==> src/hw/ppc_cfg.svh <==
`ifndef PPC_CFG_SVH
`define PPC_CFG_SVH

// Register offsets
`define PPC_ADDR_STATUS 8'h00
`define PPC_ADDR_FET 8'h01
`define PPC_ADDR_BAL 8'h02
`define PPC_ADDR_OVR 8'h03
`define PPC_ADDR_MON 8'h04
`define PPC_ADDR_DCFG 8'h05
`define PPC_ADDR_CCFG 8'h06

// FET register fields
`define PPC_FET_CHG 0
`define PPC_FET_DCHG 1
`define PPC_FET_LDMON 2

// Override and scan register fields
`define PPC_OVR_DCHG_OC 0
`define PPC_OVR_SC 1
`define PPC_OVR_CHG_OC 2
`define PPC_OVR_DIE_HOT 3
`define PPC_OVR_EXT_HOT 4
`define PPC_OVR_ASD 5
`define PPC_OVR_BAO 6

// Status register fields
`define PPC_ST_DCHG_OC 0
`define PPC_ST_SC 1
`define PPC_ST_CHG_OC 2
`define PPC_ST_DIE_HOT 3
`define PPC_ST_EXT_HOT 4
`define PPC_ST_LOAD 5

// Discharge config fields
`define PPC_DCFG_DCHG_OC_THR 1:0
`define PPC_DCFG_DCHG_OC_DLY 4:2
`define PPC_DCFG_SC_THR 6:5
`define PPC_DCFG_SC_DLY 7

// Charge and time scale config fields
`define PPC_CCFG_CHG_OC_THR 1:0
`define PPC_CCFG_CHG_OC_DLY 4:2
`define PPC_CCFG_SCALE 7

// Reset values
`define PPC_RST_BYTE 8'h00
`define PPC_RST_BAL 6'h00
`define PPC_RST_MON 4'h0

// Monitor select code for external temperature
`define PPC_MON_EXT_TEMP 4'h9

// Timing
`define PPC_CLK_KHZ 125000
`define PPC_CYC_PER_MS (`PPC_CLK_KHZ / 1)
`define PPC_CYC_PER_US (`PPC_CLK_KHZ / 1000)
`define PPC_SCAN_PERIOD_MS 640
`define PPC_SCAN_ON_MS 5
`define PPC_SETTLE_MS 1
`define PPC_OC_UNIT_US 1000
`define PPC_SC_UNIT_US 100
`define PPC_SCALE_SHIFT 3
`define PPC_SC_SHIFT 4

`endif

==> src/hw/ppc_pkg.sv <==
package ppc_pkg;

   // Synchronised comparator levels
   typedef struct packed {
      logic load;
      logic therm_low;
      logic die_hot;
      logic chg_oc;
      logic sc;
      logic dchg_oc;
   } ppc_cmp_t;

   // Sticky fault flags
   typedef struct packed {
      logic ext_hot;
      logic die_hot;
      logic chg_oc;
      logic sc;
      logic dchg_oc;
   } ppc_flag_t;

endpackage : ppc_pkg

==> src/hw/ppc_top.sv <==
// Chosen here: the strobed register port.
`include "ppc_cfg.svh"

// Operation
// - Current held over threshold past delay trips FETs
// - Thresholds and delays come from 05H, 06H
// - Discharge overcurrent: FETs off, flag, clear enables
// - Discharge overcurrent override blocks automatic shutoff
// - Short circuit: FETs off, flag, clear enables
// - Short circuit override blocks automatic shutoff
// - Charge overcurrent: FETs off, flag, clear enables
// - Charge overcurrent override blocks automatic shutoff
// - Overridden faults still flag, FETs untouched
// - Current fault flags drive thermistor bias high
// - Host may re-enable FETs after current fault
// - Load monitor adds pulldown; status follows load
// - Auto scan biases thermistor 5ms per 640ms
// - Sample thermistor 1ms after bias turns on
// - External temperature select holds bias on
// - Scan disable stops periodic scan only
// - Always-on bit keeps bias permanently on
// - Over-temperature: FETs off, balancing off, flag
// - Over-temperature ignores FET enable and balance writes
// - Internal over-temperature override blocks shutdown
// - External over-temperature override blocks shutdown
module ppc_top
   import ppc_pkg::*;
#(
   parameter int SCAN_PERIOD_CYC = `PPC_SCAN_PERIOD_MS * `PPC_CYC_PER_MS,
   parameter int SCAN_ON_CYC = `PPC_SCAN_ON_MS * `PPC_CYC_PER_MS,
   parameter int SETTLE_CYC = `PPC_SETTLE_MS * `PPC_CYC_PER_MS,
   parameter int OC_UNIT_CYC = `PPC_OC_UNIT_US * `PPC_CYC_PER_US,
   parameter int SC_UNIT_CYC = `PPC_SC_UNIT_US * `PPC_CYC_PER_US
) (
   // Clock, reset, enable
   input wire logic clk_sys,
   input wire logic rst,
   input wire logic ce,
   // Register port
   input wire logic [7:0] reg_addr,
   input wire logic [7:0] reg_wdata,
   input wire logic reg_wr,
   input wire logic reg_rd,
   output logic [7:0] reg_rdata,
   // Comparator results from the analog side
   input wire logic dchg_oc_cmp,
   input wire logic sc_cmp,
   input wire logic chg_oc_cmp,
   input wire logic die_hot_cmp,
   input wire logic therm_low_cmp,
   input wire logic load_cmp,
   // Threshold selects to the analog side
   output logic [1:0] dchg_oc_thr_sel,
   output logic [1:0] sc_thr_sel,
   output logic [1:0] chg_oc_thr_sel,
   // Drives
   output logic charge_switch_enable,
   output logic discharge_switch_enable,
   output logic load_pulldown_en,
   output logic thermistor_bias_output,
   output logic [5:0] cell_balance_en,
   output logic [3:0] monitor_select_field
);

   function automatic logic [31:0] dly_cyc(input logic [2:0] sel, input logic scale);
      logic [31:0] base;
      base = 32'(OC_UNIT_CYC) << sel;
      dly_cyc = scale ? (base << `PPC_SCALE_SHIFT) : base;
   endfunction : dly_cyc

   // Synchroniser
   ppc_cmp_t s1_q, s1_d, s2_q;

   always_comb begin
      s1_d = '{load: load_cmp, therm_low: therm_low_cmp, die_hot: die_hot_cmp,
               chg_oc: chg_oc_cmp, sc: sc_cmp, dchg_oc: dchg_oc_cmp};
   end

   always_ff @(posedge clk_sys) begin
      if (rst) begin
         s1_q <= '0;
         s2_q <= '0;
      end else if (ce) begin
         s1_q <= s1_d;
         s2_q <= s1_q;
      end
   end

   // Register state
   logic [7:0] fet_q, fet_d;
   logic [5:0] bal_q, bal_d;
   logic [7:0] ovr_q, ovr_d;
   logic [3:0] mon_q, mon_d;
   logic [7:0] dcfg_q, dcfg_d;
   logic [7:0] ccfg_q, ccfg_d;
   logic [7:0] rdata_q, rdata_d;
   ppc_flag_t flag_q, flag_d;
   logic load_q, load_d;

   // Fault qualification
   logic [31:0] cnt_q [3];
   logic [31:0] cnt_d [3];
   logic [31:0] lim [3];
   logic [2:0] cur_cmp;
   logic [2:0] trip;
   logic [2:0] cur_ovr;
   logic auto_off;

   always_comb begin
      lim[0] = dly_cyc(dcfg_q[`PPC_DCFG_DCHG_OC_DLY], ccfg_q[`PPC_CCFG_SCALE]);
      lim[1] = dcfg_q[`PPC_DCFG_SC_DLY] ? (32'(SC_UNIT_CYC) << `PPC_SC_SHIFT)
                                        : 32'(SC_UNIT_CYC);
      lim[2] = dly_cyc(ccfg_q[`PPC_CCFG_CHG_OC_DLY], ccfg_q[`PPC_CCFG_SCALE]);
      cur_cmp = {s2_q.chg_oc, s2_q.sc, s2_q.dchg_oc};
      cur_ovr = {ovr_q[`PPC_OVR_CHG_OC], ovr_q[`PPC_OVR_SC], ovr_q[`PPC_OVR_DCHG_OC]};
      for (int i = 0; i < 3; i++) begin
         trip[i] = cur_cmp[i] && (cnt_q[i] == lim[i] - 32'd1);
         if (!cur_cmp[i]) begin
            cnt_d[i] = '0;
         end else if (cnt_q[i] < lim[i]) begin
            cnt_d[i] = cnt_q[i] + 32'd1;
         end else begin
            cnt_d[i] = cnt_q[i];
         end
      end
      auto_off = |(trip & ~cur_ovr);
   end

   always_ff @(posedge clk_sys) begin
      if (rst) begin
         for (int i = 0; i < 3; i++) begin
            cnt_q[i] <= '0;
         end
      end else if (ce) begin
         for (int i = 0; i < 3; i++) begin
            cnt_q[i] <= cnt_d[i];
         end
      end
   end

   // Thermistor scan and sampling
   logic [31:0] scan_q, scan_d;
   logic [31:0] settle_q, settle_d;
   logic xt_hot_q, xt_hot_d;
   logic bias_q, bias_d;
   logic bias_req;

   always_comb begin
      if (ovr_q[`PPC_OVR_ASD]) begin
         scan_d = '0;
      end else if (scan_q >= 32'(SCAN_PERIOD_CYC - 1)) begin
         scan_d = '0;
      end else begin
         scan_d = scan_q + 32'd1;
      end
      bias_req = ovr_q[`PPC_OVR_BAO]
               || (mon_q == `PPC_MON_EXT_TEMP)
               || (!ovr_q[`PPC_OVR_ASD] && scan_q < 32'(SCAN_ON_CYC));
      bias_d = bias_req || flag_q.dchg_oc || flag_q.sc || flag_q.chg_oc;
      if (!bias_q) begin
         settle_d = '0;
      end else if (settle_q < 32'(SETTLE_CYC)) begin
         settle_d = settle_q + 32'd1;
      end else begin
         settle_d = settle_q;
      end
      xt_hot_d = (settle_q >= 32'(SETTLE_CYC)) ? s2_q.therm_low : xt_hot_q;
   end

   always_ff @(posedge clk_sys) begin
      if (rst) begin
         scan_q <= '0;
         settle_q <= '0;
         xt_hot_q <= 1'b0;
         bias_q <= 1'b0;
      end else if (ce) begin
         scan_q <= scan_d;
         settle_q <= settle_d;
         xt_hot_q <= xt_hot_d;
         bias_q <= bias_d;
      end
   end

   // Over-temperature hold
   logic hold;
   logic wr_fet;
   logic wr_bal;

   always_comb begin
      hold = (s2_q.die_hot && !ovr_q[`PPC_OVR_DIE_HOT])
          || (xt_hot_q && !ovr_q[`PPC_OVR_EXT_HOT]);
      wr_fet = reg_wr && (reg_addr == `PPC_ADDR_FET);
      wr_bal = reg_wr && (reg_addr == `PPC_ADDR_BAL);
   end

   // Register writes, flags and read data
   always_comb begin
      fet_d = fet_q;
      bal_d = bal_q;
      ovr_d = ovr_q;
      mon_d = mon_q;
      dcfg_d = dcfg_q;
      ccfg_d = ccfg_q;
      flag_d = flag_q;
      rdata_d = 8'h00;
      if (wr_fet) begin
         fet_d[`PPC_FET_LDMON] = reg_wdata[`PPC_FET_LDMON];
         if (!hold) begin
            fet_d[`PPC_FET_CHG] = reg_wdata[`PPC_FET_CHG];
            fet_d[`PPC_FET_DCHG] = reg_wdata[`PPC_FET_DCHG];
         end
      end
      if (wr_bal && !hold) begin
         bal_d = reg_wdata[5:0];
      end
      if (reg_wr && reg_addr == `PPC_ADDR_OVR) begin
         ovr_d = {1'b0, reg_wdata[6:0]};
      end
      if (reg_wr && reg_addr == `PPC_ADDR_MON) begin
         mon_d = reg_wdata[3:0];
      end
      if (reg_wr && reg_addr == `PPC_ADDR_DCFG) begin
         dcfg_d = reg_wdata;
      end
      if (reg_wr && reg_addr == `PPC_ADDR_CCFG) begin
         ccfg_d = reg_wdata;
      end
      if (reg_wr && reg_addr == `PPC_ADDR_STATUS) begin
         flag_d = flag_q & ~ppc_flag_t'(reg_wdata[4:0]);
      end
      flag_d.dchg_oc = flag_d.dchg_oc | trip[0];
      flag_d.sc = flag_d.sc | trip[1];
      flag_d.chg_oc = flag_d.chg_oc | trip[2];
      flag_d.die_hot = flag_d.die_hot | s2_q.die_hot;
      flag_d.ext_hot = flag_d.ext_hot | xt_hot_q;
      if (auto_off || hold) begin
         fet_d[`PPC_FET_CHG] = 1'b0;
         fet_d[`PPC_FET_DCHG] = 1'b0;
      end
      if (hold) begin
         bal_d = '0;
      end
      if (reg_rd) begin
         if (reg_addr == `PPC_ADDR_STATUS) begin
            rdata_d = {2'b00, load_q, flag_q};
         end else if (reg_addr == `PPC_ADDR_FET) begin
            rdata_d = fet_q;
         end else if (reg_addr == `PPC_ADDR_BAL) begin
            rdata_d = {2'b00, bal_q};
         end else if (reg_addr == `PPC_ADDR_OVR) begin
            rdata_d = ovr_q;
         end else if (reg_addr == `PPC_ADDR_MON) begin
            rdata_d = {4'h0, mon_q};
         end else if (reg_addr == `PPC_ADDR_DCFG) begin
            rdata_d = dcfg_q;
         end else if (reg_addr == `PPC_ADDR_CCFG) begin
            rdata_d = ccfg_q;
         end else begin
            rdata_d = 8'h00;
         end
      end
      load_d = fet_q[`PPC_FET_LDMON] && s2_q.load;
   end

   always_ff @(posedge clk_sys) begin
      if (rst) begin
         fet_q <= `PPC_RST_BYTE;
         bal_q <= `PPC_RST_BAL;
         ovr_q <= `PPC_RST_BYTE;
         mon_q <= `PPC_RST_MON;
         dcfg_q <= `PPC_RST_BYTE;
         ccfg_q <= `PPC_RST_BYTE;
         flag_q <= '0;
         rdata_q <= 8'h00;
         load_q <= 1'b0;
      end else if (ce) begin
         fet_q <= fet_d;
         bal_q <= bal_d;
         ovr_q <= ovr_d;
         mon_q <= mon_d;
         dcfg_q <= dcfg_d;
         ccfg_q <= ccfg_d;
         flag_q <= flag_d;
         rdata_q <= rdata_d;
         load_q <= load_d;
      end
   end

   // Outputs
   assign reg_rdata = rdata_q;
   assign dchg_oc_thr_sel = dcfg_q[`PPC_DCFG_DCHG_OC_THR];
   assign sc_thr_sel = dcfg_q[`PPC_DCFG_SC_THR];
   assign chg_oc_thr_sel = ccfg_q[`PPC_CCFG_CHG_OC_THR];
   assign charge_switch_enable = fet_q[`PPC_FET_CHG];
   assign discharge_switch_enable = fet_q[`PPC_FET_DCHG];
   assign load_pulldown_en = fet_q[`PPC_FET_LDMON];
   assign thermistor_bias_output = bias_q;
   assign cell_balance_en = bal_q;
   assign monitor_select_field = mon_q;

   // Checks
   AST_TRIP_OFF: assert property (@(posedge clk_sys) disable iff (rst)
      ce && auto_off |=> !charge_switch_enable && !discharge_switch_enable)
      else $error("FETs stay on after qualified current fault");

   AST_DCHG_OC_FLAG: assert property (@(posedge clk_sys) disable iff (rst)
      ce && trip[0] |=> flag_q.dchg_oc)
      else $error("Discharge overcurrent flag not set");

   AST_SC_FLAG: assert property (@(posedge clk_sys) disable iff (rst)
      ce && trip[1] && !ovr_q[`PPC_OVR_SC] |=> flag_q.sc && !discharge_switch_enable)
      else $error("Short circuit not handled");

   AST_CHG_OC_FLAG: assert property (@(posedge clk_sys) disable iff (rst)
      ce && trip[2] && !ovr_q[`PPC_OVR_CHG_OC] |=> flag_q.chg_oc && !charge_switch_enable)
      else $error("Charge overcurrent not handled");

   AST_OVERRIDE: assert property (@(posedge clk_sys) disable iff (rst)
      ce && (trip & cur_ovr) != 3'b000 && (trip & ~cur_ovr) == 3'b000 && !hold && !wr_fet
      |=> $stable(fet_q[1:0]) && (flag_q != '0))
      else $error("Overridden fault changed FET control");

   AST_DCHG_OC_OVR: assert property (@(posedge clk_sys) disable iff (rst)
      ce && trip == 3'b001 && ovr_q[`PPC_OVR_DCHG_OC] && !hold && !wr_fet
      |=> $stable(fet_q))
      else $error("Discharge overcurrent override ignored");

   AST_BIAS_FLAG: assert property (@(posedge clk_sys) disable iff (rst)
      ce && (flag_q.dchg_oc || flag_q.sc || flag_q.chg_oc) |=> thermistor_bias_output)
      else $error("Bias not raised on current fault flag");

   AST_HOST_FET: assert property (@(posedge clk_sys) disable iff (rst)
      ce && wr_fet && !hold && !auto_off
      |=> fet_q[1:0] == $past(reg_wdata[1:0]))
      else $error("Host FET write not honoured");

   AST_LOAD: assert property (@(posedge clk_sys) disable iff (rst)
      ce && !load_pulldown_en |=> !load_q)
      else $error("Load status set with monitor off");

   AST_SCAN_ON: assert property (@(posedge clk_sys) disable iff (rst)
      ce && !ovr_q[`PPC_OVR_ASD] && scan_q < 32'(SCAN_ON_CYC) |=> thermistor_bias_output)
      else $error("Scan window without bias");

   AST_SETTLE: assert property (@(posedge clk_sys) disable iff (rst)
      ce && settle_q < 32'(SETTLE_CYC) |=> $stable(xt_hot_q))
      else $error("Thermistor sampled before settling");

   AST_EXT_SEL: assert property (@(posedge clk_sys) disable iff (rst)
      ce && mon_q == `PPC_MON_EXT_TEMP |=> thermistor_bias_output)
      else $error("Bias off with external temperature selected");

   AST_SCAN_OFF: assert property (@(posedge clk_sys) disable iff (rst)
      ce && ovr_q[`PPC_OVR_ASD] |=> scan_q == 32'd0)
      else $error("Scan runs while disabled");

   AST_ALWAYS_ON: assert property (@(posedge clk_sys) disable iff (rst)
      ce && ovr_q[`PPC_OVR_BAO] |=> thermistor_bias_output)
      else $error("Always-on bias not applied");

   AST_OT_FLAG: assert property (@(posedge clk_sys) disable iff (rst)
      ce && s2_q.die_hot |=> flag_q.die_hot)
      else $error("Internal over-temperature flag not set");

   AST_HOLD: assert property (@(posedge clk_sys) disable iff (rst)
      ce && hold |=> !charge_switch_enable && !discharge_switch_enable
      && cell_balance_en == 6'h00)
      else $error("Outputs not held off during over-temperature");

   AST_DIE_HOT_OVR: assert property (@(posedge clk_sys) disable iff (rst)
      ce && s2_q.die_hot && ovr_q[`PPC_OVR_DIE_HOT] && !xt_hot_q && !auto_off && wr_bal
      |=> cell_balance_en == $past(reg_wdata[5:0]))
      else $error("Internal over-temperature override ignored");

   AST_EXT_HOT_OVR: assert property (@(posedge clk_sys) disable iff (rst)
      ce && xt_hot_q && ovr_q[`PPC_OVR_EXT_HOT] && !s2_q.die_hot && wr_bal
      |=> cell_balance_en == $past(reg_wdata[5:0]))
      else $error("External over-temperature override ignored");

   AST_RESTART: assert property (@(posedge clk_sys) disable iff (rst)
      ce && !s2_q.dchg_oc |=> cnt_q[0] == 32'd0)
      else $error("Delay counter not restarted");

   AST_DCFG: assert property (@(posedge clk_sys) disable iff (rst)
      ce && reg_wr && reg_addr == `PPC_ADDR_DCFG |=> dcfg_q == $past(reg_wdata))
      else $error("Discharge config write lost");

endmodule : ppc_top

==> config.mk <==
export PLATFORM = sky130hd
export DESIGN_NAME = ppc_top
export DESIGN_NICKNAME = d
export VERILOG_FILES = /design/src/hw/ppc_pkg.sv /design/src/hw/ppc_top.sv
export VERILOG_INCLUDE_DIRS = /design/src /design/src/hw
export SDC_FILE = /design/constraint.sdc
export NUM_CORES = 1
export LEC_CHECK = 0
export BUFFER_PORTS_ARGS = -buffer_cell sky130_fd_sc_hd__buf_2
export CELL_PAD_IN_SITES_DETAIL_PLACEMENT = 1
export CELL_PAD_IN_SITES_GLOBAL_PLACEMENT = 2
export CORE_MARGIN = 2
export CORE_UTILIZATION = 35
export DETAILED_ROUTE_END_ITERATION = 8
export PLACE_DENSITY_LB_ADDON = 0.3
export SYNTH_ARGS = -nofsm -noshare
export SYNTH_HDL_FRONTEND = slang
export SYNTH_SLANG_ARGS = --single-unit
export TNS_END_PERCENT = 100
==> constraint.sdc <==
create_clock -name clk_sys -period 9.3 [get_ports clk_sys]
set_clock_uncertainty 0.05 [all_clocks]
set_input_delay 0.93 -clock clk_sys [delete_from_list [all_inputs] [get_ports clk_sys]]
set_output_delay 0.93 -clock clk_sys [all_outputs]
set_load 0.02 [all_outputs]
# Word level (Yosys, flattened, before mapping)

Memories as Yosys holds them, arrays and structs flattened.
Index checks and enable logic that the tools add are counted.

Add/sub/neg operators: 8
Magnitude comparators: 7
Equal/unequal tests: 12
Shift-type cells: 2
Multiplexer cells: 35
Bitwise logic cells: 12
Reduce and logical (&&, ||, !) cells: 39

Operators by type and width:

| cell                                                   | count |
|---|---|
| 2-to-1 mux 32 bit                                      | 15 |
| adder 32 x 1 -> 32 bit (second input constant)         | 5 |
| equality test 32 bit                                   | 3 |
| < comparator 32 bit                                    | 2 |
| 2-to-1 mux 8 bit                                       | 8 |
| << shifter 17 x 3 -> 32 bit (first input constant)     | 2 |
| subtractor 32 x 1 -> 32 bit (second input constant)    | 2 |
| >= comparator 32 x 17 -> 1 bit (second input constant) | 1 |
| >= comparator 32 x 27 -> 1 bit (second input constant) | 1 |
| < comparator 32 x 17 -> 1 bit (second input constant)  | 1 |
| < comparator 32 x 18 -> 1 bit                          | 1 |
| < comparator 32 x 20 -> 1 bit (second input constant)  | 1 |
| equality test 8 x 3 -> 1 bit (second input constant)   | 3 |
| subtractor 18 x 1 -> 19 bit (second input constant)    | 1 |
| 2-to-1 mux 18 bit                                      | 1 |
| equality test 8 x 2 -> 1 bit (second input constant)   | 2 |
| AND reduction 2 bit                                    | 8 |
| logical AND 1 bit                                      | 15 |
| 2-to-1 mux 6 bit                                       | 2 |
| equality test 8 x 1 -> 1 bit (second input constant)   | 1 |
| zero test 8 bit                                        | 1 |
| bitwise OR 1 bit                                       | 8 |
| logical OR 1 bit                                       | 7 |
| 2-to-1 mux 2 bit                                       | 3 |
| other kinds (12)                                       | 21 |

Flip-flop bits (word level): 128
RAM bits: 96
Output and inout port bits: 28
Word-level logic and storage cells: 146
Memories: 1

Memories:

| memory | depth | width | read ports | clocked after memory_dff | write ports | line           | text |
|---|---|---|---|---|---|---|---|
| cnt_q  | 3     | 32    | 3          | 0                        | 3           | ppc_top.sv:101 | `logic [31:0] cnt_q [3];` |

# Logic depth before layout (Yosys ltp)

Depth in word-level cells: 10
Mapped depth: 18

# Least setup slack after synthesis

OpenSTA, ideal clock, no wires.

Path kind: flip-flop to flip-flop
Start: register dcfg_q[2] (netlist name)
End: memory cnt_q[0][0], enable pin
Setup time: 511 ps
Arrival: 6030 ps
Required time: 8739 ps
Setup slack: 2710 ps
Stages on the path, launching flop included: 16
Period minus slack after synthesis: 6590 ps
Cells stage by stage: dfxtp_1 -> inv_1 -> ha_1 -> clkbuf_1 -> o21a_1 -> o31ai_2 -> ha_1 -> a21o_1 -> a21o_1 -> a21oi_1 -> nor2b_1 -> o21ai_0 -> nand2b_1 -> a21oi_1 -> nor2b_1 -> o41ai_1

RTL lines:

| element   | line |
|---|---|
| to (decl) | ppc_top.sv:101 |

# Final worst setup path

Start: register ccfg_q[7]
End: register fet_q[1]

Word-level cells in the longest chain between the ends: 9

Ends and longest elaborated chain:

| element                                                                | line           | text |
|---|---|---|
| from (decl)                                                            | ppc_top.sv:95  | `logic [7:0] ccfg_q, ccfg_d;` |
| from (signal assigned)                                                 | ppc_top.sv:272 | `` ccfg_q <= `PPC_RST_BYTE; `` |
| from (signal assigned)                                                 | ppc_top.sv:282 | `ccfg_q <= ccfg_d;` |
| 2-to-1 mux 32 bit                                                      | ppc_top.sv:68  | `` dly_cyc = scale ? (base << `PPC_SCALE_SHIFT) : base; `` |
| subtractor 32 x 1 -> 32 bit                                            | ppc_top.sv:117 | `trip[i] = cur_cmp[i] && (cnt_q[i] == lim[i] - 32'd1);` |
| equality test 32 bit                                                   | ppc_top.sv:117 |  |
| logical AND 1 bit                                                      | ppc_top.sv:117 |  |
| bitwise AND 3 bit (*)                                                  | ppc_top.sv:126 | `auto_off = \|(trip & ~cur_ovr);` |
| OR reduction 3 bit (*)                                                 | ppc_top.sv:126 |  |
| logical OR 1 bit (*)                                                   | ppc_top.sv:236 | `if (auto_off \|\| hold) begin` |
| != test 2 x 1 -> 1 bit (no line) or nonzero test 2 bit (tied branches) | n/a            |  |
| AND reduction 3 bit (no line)                                          | n/a            |  |
| to (signal assigned)                                                   | ppc_top.sv:267 | `` fet_q <= `PPC_RST_BYTE; `` |
| to (signal assigned)                                                   | ppc_top.sv:277 | `fet_q <= fet_d;` |
| to (decl)                                                              | ppc_top.sv:90  | `logic [7:0] fet_q, fet_d;` |

Mark *: on every way between the ends. The rest lies on a longest branch, timed or not.
A chain may end at the register's enable or synchronous reset.

==> flow_metrics.tcl <==
set metrics [dict create \
    status "finished clean" \
    p_int_mw 1.730 \
    grt_overflow_total 0 \
    tightestPinTransition_ns 1.293 \
    worst_slack_ns 4.658 \
    finalSetupTns_ns 0 \
    async_flop_share_pct 0 \
    layout_min_cycle_time_ns 4.642 \
    setup_viol 0 \
    die_area_sq_mm 0.04402 \
    wire_per_inst_um 18.88 \
    clk_pin_slew_ns 0.07 \
    cts_hold_buf 0 \
    ctsResizeCount 0 \
    powerDensity_mw_per_mm2 141.4 \
    cp-end-kind "register" \
    power.switching_mw 0.5799 \
    synth_area_sq_mm 0.01482 \
    rows 75 \
    synth_edf_count 96 \
    syn-instance-count 1717 \
    cts_root_buf "clkbuf_16" \
    port_buffers 54 \
    grt_pass1_wl_mm 70.08 \
    hold_end "xt_hot_q$_SDFFE_PP0P_" \
    ys_seq_elements 224 \
    fin_nets 1835 \
    relSlewSlack_pct 12.99 \
    power_mw 2.310 \
    antenna_cells 0 \
    post-place-ws_ns 4.726 \
    numCtsBuffers 27 \
    critical_path_arrival_ns 5.02 \
    worstPathRequired_ns 9.68 \
    reg2reg_from "ccfg_q[7]$_SDFFE_PP0P_" \
    p_leak_nw 6.069 \
    critPathMaxFanout 41 \
    ys.warnings.count 0 \
    drive_gt1_share_pct 8.014 \
    syn2layout_area_growth_pct 10.24 \
    hold_violations 0 \
    ioPinCount 55 \
    antenna_found_initial 3 \
    clock_sinks 224 \
    pwr-share-seq_pct 47.8 \
    clkPwrFrac_pct 45.2 \
    reg2reg_slack_ns 4.66 \
    synth_flop_cell "dfxtp_1" \
    grt_setup_unrepaired "false" \
    cap_violations 0 \
    p_sw_share_pct 25.10 \
    design_area_sq_mm 0.01634 \
    syn_avg_cell_area_sq_um 8.634 \
    place_hpwl_mm 32.00 \
    synth-seq-area-share_pct 36.73 \
    grt_max_degree 53 \
    min_path_cells 2 \
    clk_latency_ns 0.55 \
    r2r_end "fet_q[1]$_SDFFE_PP0P_" \
    firstDrtPassIters 5 \
    cts_tree "yes" \
    synthesis.nets 1825 \
    multi_input_area_sq_mm 0.008817 \
    vias 12650 \
    slew_violations 0 \
    nFillCells 4940 \
    seq_area_sq_mm 0.005446 \
    cts_buffer_depth 3 \
    max_freq_mhz 215.4 \
    crit_type "register to register" \
    die_h_um 209.8 \
    ir_worst_vdd_uv 136.3 \
    grt_usage_pct 19.57 \
    drt_iter0_drc 639 \
    comb_power_share_pct 7.1 \
    grt_pass1_vias 12940 \
    finalCritPeriodShare_pct 49.91 \
    hold_path.class "register to register" \
    placed_area_sq_mm 0.01547 \
    die_x_um 209.8 \
    start_util_pct 35.42 \
    fp.coreArea_sq_mm 0.04185 \
    ys_types 84 \
    via_per_inst 5.533 \
    reg2regPathDepth 11 \
    drc 0 \
    ant_nets 0 \
    hold_slack_ns 0.4129 \
    wl_mm 43.16 \
    cp-start-kind "register" \
    gp_congestion 0.8905 \
    postCtsSetupBuffers 0 \
    worstHoldStart "s2_q[4]$_SDFFE_PP0P_" \
    htree_levels 1 \
]
## layout by cell type, fill, tap and decap left out, types with 43 or more instances in the layout
cell type and n:
nor2_1 275, nand2_1 137, dfxtp_1 127, edfxtp_1 96, xor2_1 84, a21oi_1 83, ha_1 81, nand3_1 76
xnor2_1 60, buf_2 54, mux2i_1 53, inv_1 48, o21ai_0 44, nand4_1 43
## power by group through the flow
| stage | logic, mW | registers (mW) | clock network, mW |
|---|---|---|---|
| finish | 0.163 | 1.10 | 1.04 |
| global route | 0.185 | 1.11 | 1.11 |
| CTS | 0.166 | 1.10 | 1.08 |
| detailed placement | 0.165 | 1.12 | 0 |
| global placement | 0.161 | 1.12 | 0 |
| floorplan | 0.119 | 1.11 | 0 |
## area by class of cell
class	instances	share of cell area, %
Timing Repair Buffer	64	2.113
Sequential cell	224	33.33
Clock buffer	40	4.992
Tap cell	539	4.127
Inverter	49	1.125
Clock inverter	9	0.3599
Multi-Input combinational cell	1361	53.95
## logic make-up (layout without fill, tap and decap cells)
family	Yosys count	after routing	synth area share (%)
buffers and inverters	132	162	3.840
AND/OR/NAND/NOR	766	766	25.37
adder cells (fa/ha/maj)	81	81	6.837
XOR/XNOR	145	145	8.660
multiplexers	66	66	4.819
flip-flops	224	224	36.73
AO/OA/AOI/OAI	303	303	13.74
## critical path, stage by stage, from the launching register on
cell and delay [ns]:
dfxtp_2 0.76, buf_4 0.50, inv_1 0.35, mux4_2 0.42, nor4b_2 0.75, o21bai_1 0.24
o2111ai_1 0.13, or4b_1 0.55, nor4_1 0.23, nand4_1 0.28, nand3_1 0.17, o21ai_1 0.07
## metal layers
layer / track usage, % / wire [um] / up-vias
met2: 32.52 / 19690 / 144
met3: 2.334 / 1205 / 66
met1: 27.14 / 21200 / 6237
met5: 0 / 19 / -
met4: 4.671 / 1041 / 4
li1: - / - / 6198
## Yosys cell counts, types with 7 or more instances
| cell type | count | area (sq um) |
|---|---|---|
| nor3_1 | 39 | 195.2 |
| edfxtp_1 | 96 | 2883 |
| nand3_1 | 76 | 380.4 |
| buf_4 | 10 | 75.07 |
| a21o_1 | 16 | 120.1 |
| mux2i_1 | 53 | 530.5 |
| nor4_1 | 17 | 106.4 |
| or3_1 | 31 | 193.9 |
| o22ai_1 | 11 | 68.82 |
| a31oi_1 | 10 | 62.56 |
| buf_2 | 11 | 55.05 |
| or2_2 | 8 | 50.05 |
| xor2_1 | 84 | 735.7 |
| nand2_1 | 137 | 514.2 |
| dfxtp_1 | 128 | 2562 |
| a22oi_1 | 23 | 172.7 |
| a211oi_1 | 13 | 97.59 |
| o21a_1 | 15 | 112.6 |
| nand2b_1 | 11 | 68.82 |
| or4_1 | 8 | 60.06 |
| and3_1 | 26 | 162.7 |
| o31ai_1 | 14 | 105.1 |
| and4_1 | 11 | 96.34 |
| inv_1 | 48 | 180.2 |
| a21oi_1 | 83 | 415.4 |
| nor2b_1 | 27 | 168.9 |
| nand3b_1 | 7 | 52.55 |
| ha_1 | 81 | 1013 |
| xnor2_1 | 60 | 525.5 |
| o211ai_1 | 9 | 67.56 |
| o21ai_0 | 44 | 220.2 |
| nor2_1 | 275 | 1032 |
| o21ai_1 | 9 | 45.04 |
| and2_1 | 22 | 137.6 |
| clkbuf_1 | 56 | 210.2 |
| nand4_1 | 43 | 269.0 |
## per-stage QoR
stage               util [%]  std cells
finish                 39.05       2286
global route           39.05       2286
CTS                    39.05       2286
detailed placement     36.96       2237
global placement       36.96       2237
floorplan                  -       1717
## worst max-delay path by stage
stage / from / end / cells past startpoint / slack [ns]
floorplan: dcfg_q[2]$_SDFFE_PP0P_ / cnt_q[0][0]$_SDFFCE_PN0P_ / 15 / 2.71
global placement: ccfg_q[7]$_SDFFE_PP0P_ / cnt_q[0][3]$_SDFFCE_PN0P_ / 14 / 4.84
detailed placement: ccfg_q[7]$_SDFFE_PP0P_ / fet_q[1]$_SDFFE_PP0P_ / 11 / 4.73
CTS: ccfg_q[7]$_SDFFE_PP0P_ / fet_q[1]$_SDFFE_PP0P_ / 11 / 4.68
global route: ccfg_q[7]$_SDFFE_PP0P_ / fet_q[1]$_SDFFE_PP0P_ / 11 / 4.31
finish: ccfg_q[7]$_SDFFE_PP0P_ / fet_q[1]$_SDFFE_PP0P_ / 11 / 4.66
## flip-flops by register name, summed over array words and instances, names as in the netlist, 6 cells and up
register,flops
ovr_q,7
settle_q,32
cell_balance_en,6
reg_rdata,8
s1_q,6
dcfg_q,8
ccfg_q,8
cnt_q,96
scan_q,32
No activity file was read; power rests on OpenSTA's default activity.
